$ cat src/design/ssd_pkg.sv
// package: encodings, field positions, reset values and bus map of the executor
package ssd_pkg;

    // instruction word geometry
    localparam int        OP_W           = 12;
    localparam int        DATA_W         = 8;
    localparam int        FADDR_W        = 5;
    localparam int        DEST_BIT       = 5;
    localparam int        SEL_W          = 3;

    // opcode patterns: upper six bits for the two file ops, upper nine for direction load
    localparam logic [5:0] OPC_SUB       = 6'h02;
    localparam logic [5:0] OPC_SWAP      = 6'h0E;
    localparam logic [8:0] OPC_DIRLOAD   = 9'h000;

    // valid direction register selectors
    localparam logic [2:0] SEL_DIR_FIRST = 3'h5;
    localparam logic [2:0] SEL_DIR_LAST  = 3'h7;
    localparam int         NUM_DIR       = 3;

    // reset values
    localparam logic [7:0] WORK_RST      = 8'h00;
    localparam logic [7:0] DIR_RST       = 8'hFF;
    localparam logic [2:0] STATUS_RST    = 3'h0;

    // status bit positions
    localparam int        ST_CARRY       = 0;
    localparam int        ST_HALF        = 1;
    localparam int        ST_ZERO        = 2;

    // register bus map (byte offsets)
    localparam int        ADDR_W         = 8;
    localparam logic [7:0] OFF_WORK      = 8'h00;
    localparam logic [7:0] OFF_STATUS    = 8'h04;
    localparam logic [7:0] OFF_DIR5      = 8'h08;
    localparam logic [7:0] OFF_DIR6      = 8'h0C;
    localparam logic [7:0] OFF_DIR7      = 8'h10;
    localparam logic [7:0] OFF_LASTOP    = 8'h14;
    localparam logic [7:0] OFF_FILE_BASE = 8'h80;

    // operation decoded from an instruction word
    typedef enum logic [1:0]
    {
        SSD_OP_NONE = 2'b00,
        SSD_OP_SUB  = 2'b01,
        SSD_OP_SWAP = 2'b10,
        SSD_OP_DIR  = 2'b11
    } ssd_op_e;

    // instruction issue bundle
    typedef struct packed
    {
        logic              valid;
        logic [OP_W-1:0]   word;
    } ssd_instr_s;

    // register bus request bundle
    typedef struct packed
    {
        logic              wr;
        logic              rd;
        logic [ADDR_W-1:0] addr;
        logic [31:0]       wdata;
    } ssd_bus_s;

endpackage : ssd_pkg

$ cat src/design/ssd_file_mem.sv
// file register memory: 32 bytes, one write port, registered read port
`timescale 1ns/100ps
module ssd_file_mem
(
    input  wire logic                        clk,
    input  wire logic                        we,
    input  wire logic [ssd_pkg::FADDR_W-1:0] waddr,
    input  wire logic [ssd_pkg::DATA_W-1:0]  wdata,
    input  wire logic [ssd_pkg::FADDR_W-1:0] raddr,
    output logic      [ssd_pkg::DATA_W-1:0]  rdata
);
    import ssd_pkg::*;

    logic [DATA_W-1:0] mem [0:(1<<FADDR_W)-1];

    // write then registered read
    always_ff @(posedge clk)
    begin
        if (we)
        begin
            mem[waddr] <= wdata;
        end
        rdata <= mem[raddr];
    end

endmodule : ssd_file_mem

$ cat src/design/ssd_exec.sv
// executor for subtract, nibble exchange and pin direction load instructions
//
// What this block does
// - subtract: file value minus working value
// - dest zero: difference to working register only
// - nibble exchange swaps halves, flags untouched
// - exchange dest bit: zero work, one file
// - direction load copies work; selectors 5-7 only
//
// an instruction is accepted when instr.valid is high and the block is idle;
// subtract and exchange read the file operand one cycle, then write back the next cycle.
//
// timing, counted from the edge that takes an instruction:
//   subtract and exchange: read cycle, write cycle, done one cycle later
//   direction load: write cycle only, done one cycle later
//   unknown word: illegal pulse the next cycle, no done, block stays idle
//   bad direction selector: no write, illegal and done pulse together
//   a new instruction may be taken in the cycle done is high
//
// hazards and limits:
//   the file memory is not reset; write a location before using it
//   an executing write-back beats a bus write in the same cycle
//   a bus read of a file register during execution may return the operand
//   instr_ready is combinational and low from take to write-back
//   direction registers are read only on the bus
//   direction registers reset to all ones, every pin an input
//   half carry means no borrow out of the low nibble
//   results stand until an instruction or a bus write changes them
//   bus read data stand only in the cycle after the read strobe
//   the last executed word reads back for debug
//
// The register offsets and strobed register access were left to the implementer.
`timescale 1ns/100ps
module ssd_exec
(
    input  wire logic                        clk,
    input  wire logic                        rst,
    input  wire ssd_pkg::ssd_instr_s         instr,
    output logic                             instr_ready,
    output logic                             done,
    output logic                             illegal,
    input  wire ssd_pkg::ssd_bus_s           bus,
    output logic      [31:0]                 rdata,
    output logic      [ssd_pkg::DATA_W-1:0]  work_out,
    output logic      [ssd_pkg::DATA_W-1:0]  dir5_out,
    output logic      [ssd_pkg::DATA_W-1:0]  dir6_out,
    output logic      [ssd_pkg::DATA_W-1:0]  dir7_out,
    output logic      [2:0]                  status_out
);
    import ssd_pkg::*;

    ////////////////////////////////////////////////////////////////////////
    // decode helper
    // opcode match on upper bits; any other word is left undecoded
    function automatic ssd_op_e decode_op(input logic [OP_W-1:0] w);
        ssd_op_e r;
        r = SSD_OP_NONE;
        if (w[11:6] == OPC_SUB)
            r = SSD_OP_SUB;
        else if (w[11:6] == OPC_SWAP)
            r = SSD_OP_SWAP;
        else if (w[11:3] == OPC_DIRLOAD)
            r = SSD_OP_DIR;
        return r;
    endfunction : decode_op

    ////////////////////////////////////////////////////////////////////////
    // state
    typedef enum logic [1:0]
    {
        ST_IDLE  = 2'b00,
        ST_READ  = 2'b01,
        ST_WRITE = 2'b10
    } ssd_state_e;

    // sequencer, captured word and architectural registers
    ssd_state_e            state_reg;
    ssd_state_e            state_next;
    ssd_op_e               op_reg;
    logic [OP_W-1:0]       word_reg;
    logic [DATA_W-1:0]     work_reg;
    logic [DATA_W-1:0]     dir_reg [0:NUM_DIR-1];
    logic [2:0]            status_reg;
    logic [OP_W-1:0]       lastop_reg;
    logic                  done_reg;
    logic                  illegal_reg;
    logic                  bus_file_reg;
    logic [31:0]           rdata_reg;

    ////////////////////////////////////////////////////////////////////////
    // decode of the accepted instruction
    wire                   accept     = instr.valid && (state_reg == ST_IDLE);
    wire ssd_op_e          new_op     = decode_op(instr.word);
    wire                   dest_file  = word_reg[DEST_BIT];
    wire [FADDR_W-1:0]     faddr      = word_reg[FADDR_W-1:0];
    // selector is the low three bits; only five to seven name a register
    wire [SEL_W-1:0]       dir_sel    = word_reg[SEL_W-1:0];
    wire                   dir_valid  = (dir_sel >= SEL_DIR_FIRST)
                                        && (dir_sel <= SEL_DIR_LAST);
    wire [1:0]             dir_idx    = 2'(dir_sel - SEL_DIR_FIRST);

    ////////////////////////////////////////////////////////////////////////
    // file memory, shared by instruction and bus
    wire [DATA_W-1:0]      file_val;
    wire                   bus_file   = bus.addr >= OFF_FILE_BASE;
    wire [FADDR_W-1:0]     bus_faddr  = bus.addr[FADDR_W+1:2];
    wire                   ex_write   = (state_reg == ST_WRITE)
                                        && (op_reg != SSD_OP_DIR) && dest_file;
    // a bus file write loses to the executing write-back
    wire                   bus_fwr    = bus.wr && bus_file && !ex_write;
    // operand address from the offered word at take and from the captured
    // word in the read cycle, so the write cycle sees the right byte
    wire [FADDR_W-1:0]     mem_raddr  = accept ? instr.word[FADDR_W-1:0]
                                        : (state_reg == ST_READ) ? faddr
                                        : bus_faddr;

    ////////////////////////////////////////////////////////////////////////
    // arithmetic: file minus work, borrow-free carry
    wire [DATA_W:0]        diff_full  = {1'b0, file_val} - {1'b0, work_reg};
    wire [DATA_W-1:0]      diff       = diff_full[DATA_W-1:0];
    // carry and half carry report that no borrow occurred
    wire                   carry_nb   = (file_val >= work_reg);
    wire                   half_nb    = (file_val[3:0] >= work_reg[3:0]);
    wire                   zero_res   = (diff == 8'h00);
    wire [DATA_W-1:0]      swapped    = {file_val[3:0], file_val[7:4]};
    // difference for subtract, exchanged nibbles otherwise
    wire [DATA_W-1:0]      result     = (op_reg == SSD_OP_SUB) ? diff : swapped;
    wire [DATA_W-1:0]      mem_wdata  = ex_write ? result : bus.wdata[DATA_W-1:0];
    wire [FADDR_W-1:0]     mem_waddr  = ex_write ? faddr : bus_faddr;

    // one shared memory; the executing write-back has priority
    ssd_file_mem u_file_mem
    (
        .clk   (clk),
        .we    (ex_write || bus_fwr),
        .waddr (mem_waddr),
        .wdata (mem_wdata),
        .raddr (mem_raddr),
        .rdata (file_val)
    );

    ////////////////////////////////////////////////////////////////////////
    // sequencing: direction load needs no file read
    always_comb
    begin
        state_next = state_reg;
        case (state_reg)
            ST_IDLE:
            begin
                if (accept)
                    state_next = (new_op == SSD_OP_DIR) ? ST_WRITE : ST_READ;
            end
            ST_READ:  state_next = ST_WRITE;
            ST_WRITE: state_next = ST_IDLE;
            default:  state_next = ST_IDLE;
        endcase
    end

    // state register and op capture; unknown words finish flagged illegal
    // an unknown word is refused and the block stays idle for the next one
    always_ff @(posedge clk)
    begin
        if (rst)
        begin
            state_reg <= ST_IDLE;
            op_reg    <= SSD_OP_NONE;
            word_reg  <= '0;
        end
        else if (accept && new_op == SSD_OP_NONE)
        begin
            state_reg <= ST_IDLE;
        end
        else
        begin
            state_reg <= state_next;
            if (accept)
            begin
                op_reg   <= new_op;
                word_reg <= instr.word;
            end
        end
    end

    ////////////////////////////////////////////////////////////////////////
    // working register: executed result wins over a bus write
    // a bus write to work beside a write-back to work is dropped
    wire                   work_ex    = (state_reg == ST_WRITE) && !dest_file
                                        && (op_reg != SSD_OP_DIR);
    wire                   bus_work   = bus.wr && (bus.addr == OFF_WORK);

    always_ff @(posedge clk)
    begin
        if (rst)
            work_reg <= WORK_RST;
        else if (work_ex)
            work_reg <= result;
        else if (bus_work)
            work_reg <= bus.wdata[DATA_W-1:0];
    end

    ////////////////////////////////////////////////////////////////////////
    // status flags: of the instructions only subtract changes them; a bus write to status also does
    // a bus write to status beside a subtract write-back is dropped
    wire                   flag_ex    = (state_reg == ST_WRITE) && (op_reg == SSD_OP_SUB);
    wire                   bus_stat   = bus.wr && (bus.addr == OFF_STATUS);

    always_ff @(posedge clk)
    begin
        if (rst)
            status_reg <= STATUS_RST;
        else if (flag_ex)
        begin
            status_reg[ST_CARRY] <= carry_nb;
            status_reg[ST_HALF]  <= half_nb;
            status_reg[ST_ZERO]  <= zero_res;
        end
        else if (bus_stat)
            status_reg <= bus.wdata[2:0];
    end

    ////////////////////////////////////////////////////////////////////////
    // direction registers loaded from work on a valid selector
    // a bad selector writes nothing; the illegal pulse below reports it
    wire                   dir_ex     = (state_reg == ST_WRITE) && (op_reg == SSD_OP_DIR);

    always_ff @(posedge clk)
    begin
        if (rst)
        begin
            for (int i = 0; i < NUM_DIR; i++)
                dir_reg[i] <= DIR_RST;
        end
        else if (dir_ex && dir_valid)
            dir_reg[dir_idx] <= work_reg;
    end

    ////////////////////////////////////////////////////////////////////////
    // completion pulse, illegal pulse and last executed word
    // done follows every write cycle, illegal a refused word or selector
    always_ff @(posedge clk)
    begin
        if (rst)
        begin
            done_reg    <= 1'b0;
            illegal_reg <= 1'b0;
            lastop_reg  <= '0;
        end
        else
        begin
            done_reg    <= (state_reg == ST_WRITE);
            illegal_reg <= (accept && new_op == SSD_OP_NONE)
                           || (dir_ex && !dir_valid);
            if (state_reg == ST_WRITE)
                lastop_reg <= word_reg;
        end
    end

    ////////////////////////////////////////////////////////////////////////
    // bus read mux; file reads come out of the memory register one cycle later
    // unmapped addresses read as zero
    logic [31:0] reg_rd;

    always_comb
    begin
        case (bus.addr)
            OFF_WORK:   reg_rd = {24'h000000, work_reg};
            OFF_STATUS: reg_rd = {29'h00000000, status_reg};
            OFF_DIR5:   reg_rd = {24'h000000, dir_reg[0]};
            OFF_DIR6:   reg_rd = {24'h000000, dir_reg[1]};
            OFF_DIR7:   reg_rd = {24'h000000, dir_reg[2]};
            OFF_LASTOP: reg_rd = {20'h00000, lastop_reg};
            default:    reg_rd = 32'h00000000;
        endcase
    end

    // read data register
    // rdata_reg is zero outside the cycle after a read strobe
    always_ff @(posedge clk)
    begin
        if (rst)
        begin
            rdata_reg    <= 32'h00000000;
            bus_file_reg <= 1'b0;
        end
        else
        begin
            rdata_reg    <= bus.rd ? reg_rd : 32'h00000000;
            bus_file_reg <= bus.rd && bus_file;
        end
    end

    ////////////////////////////////////////////////////////////////////////
    // outputs
    // file reads take the byte straight from the memory's read register
    assign rdata       = bus_file_reg ? {24'h000000, file_val} : rdata_reg;
    assign instr_ready = (state_reg == ST_IDLE);
    assign done        = done_reg;
    assign illegal     = illegal_reg;
    assign work_out    = work_reg;
    assign dir5_out    = dir_reg[0];
    assign dir6_out    = dir_reg[1];
    assign dir7_out    = dir_reg[2];
    assign status_out  = status_reg;

endmodule : ssd_exec

$ cat config.mk
export PLATFORM = sky130hd
export DESIGN_NAME = ssd_exec
export DESIGN_NICKNAME = d
export VERILOG_FILES = /design/src/design/ssd_pkg.sv /design/src/design/ssd_file_mem.sv /design/src/design/ssd_exec.sv
export SDC_FILE = /design/constraint.sdc
export NUM_CORES = 1
export LEC_CHECK = 0
export BUFFER_PORTS_ARGS = -buffer_cell sky130_fd_sc_hd__buf_2
export CORE_MARGIN = 2
export CORE_UTILIZATION = 59
export DETAILED_ROUTE_END_ITERATION = 8
export GPL_ROUTABILITY_DRIVEN = 0
export PLACE_DENSITY_LB_ADDON = 0.3
export SLEW_MARGIN = 20
export SYNTH_ARGS = -nofsm -noshare
export SYNTH_HDL_FRONTEND = slang
export SYNTH_SLANG_ARGS = --single-unit
export TNS_END_PERCENT = 5
$ cat constraint.sdc
create_clock -name clk -period 5 [get_ports clk]
set_input_delay 0.75 -clock clk [delete_from_list [all_inputs] [get_ports clk]]
set_output_delay 0.75 -clock clk [all_outputs]
set_load 0.01 [all_outputs]
==> impl_metrics.ini <==
[clock_tree]
cts_root_buf = clkbuf_16
cts_resized = 0
cts.sinks = 342
clkTransAtPathRegs_ps = 70
hold_buffers = 0
htreeDepth = 1
cts_buffers = 31
clock_latency_ps = 550
cts_setup_buffers = 0
clk_path_buf_depth = 3
cts_tree = yes

[synthesis]
synthArstFlopShare = 0
synth-main-ff-cell = edfxtp_1
ys_seq_elements = 342
syn_inst = 1106
synth_edf_count = 280
avgSynthCellArea_um2 = 13.0
ys_types = 59
ys_warn_count = 0
syn_area_um2 = 14400
synth_seq_area_share = 0.670

[power_and_ir_drop]
vdd_drop_max_uv = 276
p_per_area_nw_per_um2 = 361
leakagePower_nw = 5.50

[placed_design]
dp_cells = 1485
dpl.hpwl_mm = 22.1
port_buffers = 82

[route]
wl_mm = 33.5
drc = 0
num_vias = 9558
viasPerCell = 6.20
drt_first_iter_violations = 902
wl_per_cell_um = 21.7
ant_nets = 0
firstDrtPassIters = 5

[hold_path]
hold_start = lastop_reg[11]
hold_path_end = lastop_reg[11]
hold_path.class = reg2reg
min_path_cells = 2

[global_route]
grt_pass1_vias = 8931
grt_overflow_total = 0
grt_start_max_net_pins = 57
antenna_found_initial = 0
grtUsageTotal = 0.258
grt_pass1_wl_mm = 50.8

[setup_path]
path_max_fanout = 50
r2r-end = u_file_mem.rdata[5]
path_class = reg2reg
crit_arrival_ps = 3700
r2r_start = state_reg[0]
timing.critical_path.buf_inv = 1
critPathTopFamily = compound AO/OA/AOI/OAI gates
required_ps = 5470
cp-start-kind = register
cp-end-kind = register
worst_path_largest_cell_delay_ps = 770
slowest_stage = a221o_4
r2r_slack_ps = 1760
path_cells = nor2_2 -> a221o_4 -> buf_4 -> mux2i_1 -> a32oi_1 -> nand4_1 -> nor2_1
r2r_cells = 7

[die]
start_util = 0.597
io_pins = 127
die_w_um = 160
rows = 57
die_area_um2 = 25700
die_h_um = 160
core_um2 = 24100

[timing]
tns_ps = 0
finalClockSkew_ps = 10.9
rsz0062_at_grt = false
min_period_ps = 3240
finalMaxSlewViolations = 0
maxSlewHeadroom = 0.203
hold_violations = 0
setup_viol = 0
timing.final.crit_share = 0.647
worst_pin_slew_ps = 1190
fmax_ghz = 0.309
fin_hold_ws_ps = 450

[cells_and_area]
nets = 1260
drive_gt1_frac = 0.162
stdcell_count = 1541
n_fill_cell = 1711
diodes = 0
largest_reg_flops = 256
area_growth_pct = 12.4

[flow_run]
max_cap_violations = 0

[run_status]
outcome = finished, final reports clean
## power breakdown
group	leakage, nW	switching, mW	total [mW]	internal [mW]
Sequential	2.97	0.0349	3.14	3.11
Clock	0.458	0.961	2.20	1.24
Combinational	2.07	0.330	0.495	0.165
Total	5.50	1.33	5.84	4.51
## cell type report
| cell class | count | area, um2 | area share |
|---|---|---|---|
| timing repair buffer | 108 | 618 | 0.0382 |
| clock buffer | 42 | 817 | 0.0505 |
| multi-input combinational | 696 | 4520 | 0.279 |
| clock inverter | 14 | 114 | 0.00704 |
| tap | 324 | 405 | 0.0251 |
| sequential | 342 | 9650 | 0.596 |
| inverter | 15 | 56.3 | 0.00348 |
## routing by layer
metal | share of wire | wire length [um] | global-route usage
met5 | 0 | 0 | 0
met4 | 0.024 | 792 | 0.0741
met3 | 0.084 | 2810 | 0.0371
met2 | 0.49 | 16300 | 0.431
met1 | 0.40 | 13500 | 0.358
## through the flow
| stage | setup slack (ps) | power (mW) | area (um2) | utilization |
|---|---|---|---|---|
| 4_1_cts | 1760 | 5.85 | 16200 | 0.670 |
| 3_5_place_dp | 1560 | 3.68 | 15200 | 0.632 |
| 3_3_place_gp | 1680 | 3.67 | 15200 | 0.632 |
| 6_report | 1760 | 5.84 | 16200 | 0.671 |
| 5_1_grt | 1600 | 6.01 | 16200 | 0.671 |
| 2_1_floorplan | 1370 | 3.51 | 14500 | - |
## worst max-delay path by stage
stage                       startpoint                     to  cells after the start
after CTS                 state_reg[0]    u_file_mem.rdata[7]                      6
after global routing      state_reg[0]  u_file_mem.mem[18][0]                      6
after detailed placement     instr[12]    u_file_mem.rdata[7]                      8
after floorplan            work_out[0]   u_file_mem.mem[0][6]                      9
final                     state_reg[0]    u_file_mem.rdata[5]                      7
after global placement       instr[12]    u_file_mem.rdata[2]                      7
## worst reg2reg max path: cells and delay by family (launching register included)
family / cells / cell delay, ps
compound gates: 2 / 1050
simple gates: 3 / 1020
buf+inv: 1 / 490
flops: 1 / 420
mux: 1 / 160
## cell usage after synthesis, types with 3 or more instances
library cell  instances  area, um2
a211oi_1              9       67.6
a21oi_1              38        190
a221o_1               5       50.1
a221oi_1             11       96.3
a22oi_1               3       22.5
a311oi_1              9       78.8
a31oi_1               3       18.8
a32oi_1              64        561
and2_1               16        100
and3b_2               5       50.1
buf_1                 3       11.3
buf_2                 8       40.0
buf_4                20        150
clkbuf_1             39        146
dfxtp_1              62       1240
edfxtp_1            280       8410
ha_1                  8        100
inv_1                15       56.3
mux2_2                8       90.1
mux2i_1              87        871
mux4_2                3       67.6
nand2_1             189        709
nand2b_1             26        163
nand3_1               7       35.0
nand4_1              18        113
nand4b_1              4       35.0
nor2_1               74        278
nor2b_1               6       37.5
nor3_1                5       25.0
nor3b_1               3       22.5
nor4_1               18        113
o21ai_0              18       90.1
or2_2                 8       50.1
or4_1                 3       22.5
xnor2_1               4       35.0
## cell usage in the layout (no fill, tap or decap), drive strengths merged, types with 4 or more instances in the layout
| master | netlist | final |
|---|---|---|
| xnor2 | 4 | 4 |
| o21ai | 18 | 18 |
| edfxtp | 280 | 280 |
| nand2b | 26 | 26 |
| nor2 | 75 | 75 |
| and3b | 7 | 7 |
| mux2 | 8 | 8 |
| inv | 15 | 15 |
| ha | 8 | 8 |
| or2 | 8 | 8 |
| clkinv | 0 | 12 |
| a32oi | 64 | 64 |
| and2 | 16 | 16 |
| dfxtp | 62 | 62 |
| nor4 | 18 | 18 |
| conb | 1 | 20 |
| a21oi | 38 | 38 |
| a211oi | 9 | 9 |
| a221oi | 12 | 12 |
| clkbuf | 40 | 42 |
| mux2i | 87 | 87 |
| a221o | 5 | 5 |
| nor2b | 6 | 6 |
| nor3 | 6 | 6 |
| nand4 | 18 | 18 |
| nand2 | 189 | 189 |
| buf | 32 | 108 |
| nand4b | 4 | 4 |
| nand3 | 7 | 7 |
| a311oi | 9 | 9 |
## logic make-up after synthesis
| group | Yosys count | synth area share |
|---|---|---|
| other | 1 | 0.000260 |
| XOR/XNOR | 6 | 0.00365 |
| AO/OA/AOI/OAI | 170 | 0.0888 |
| buffers and inverters | 87 | 0.0292 |
| flip-flops | 342 | 0.670 |
| adder cells (fa/ha/maj) | 9 | 0.00834 |
| AND/OR/NAND/NOR | 393 | 0.128 |
| multiplexers | 98 | 0.0714 |
(Power assumes the default switching activity.)
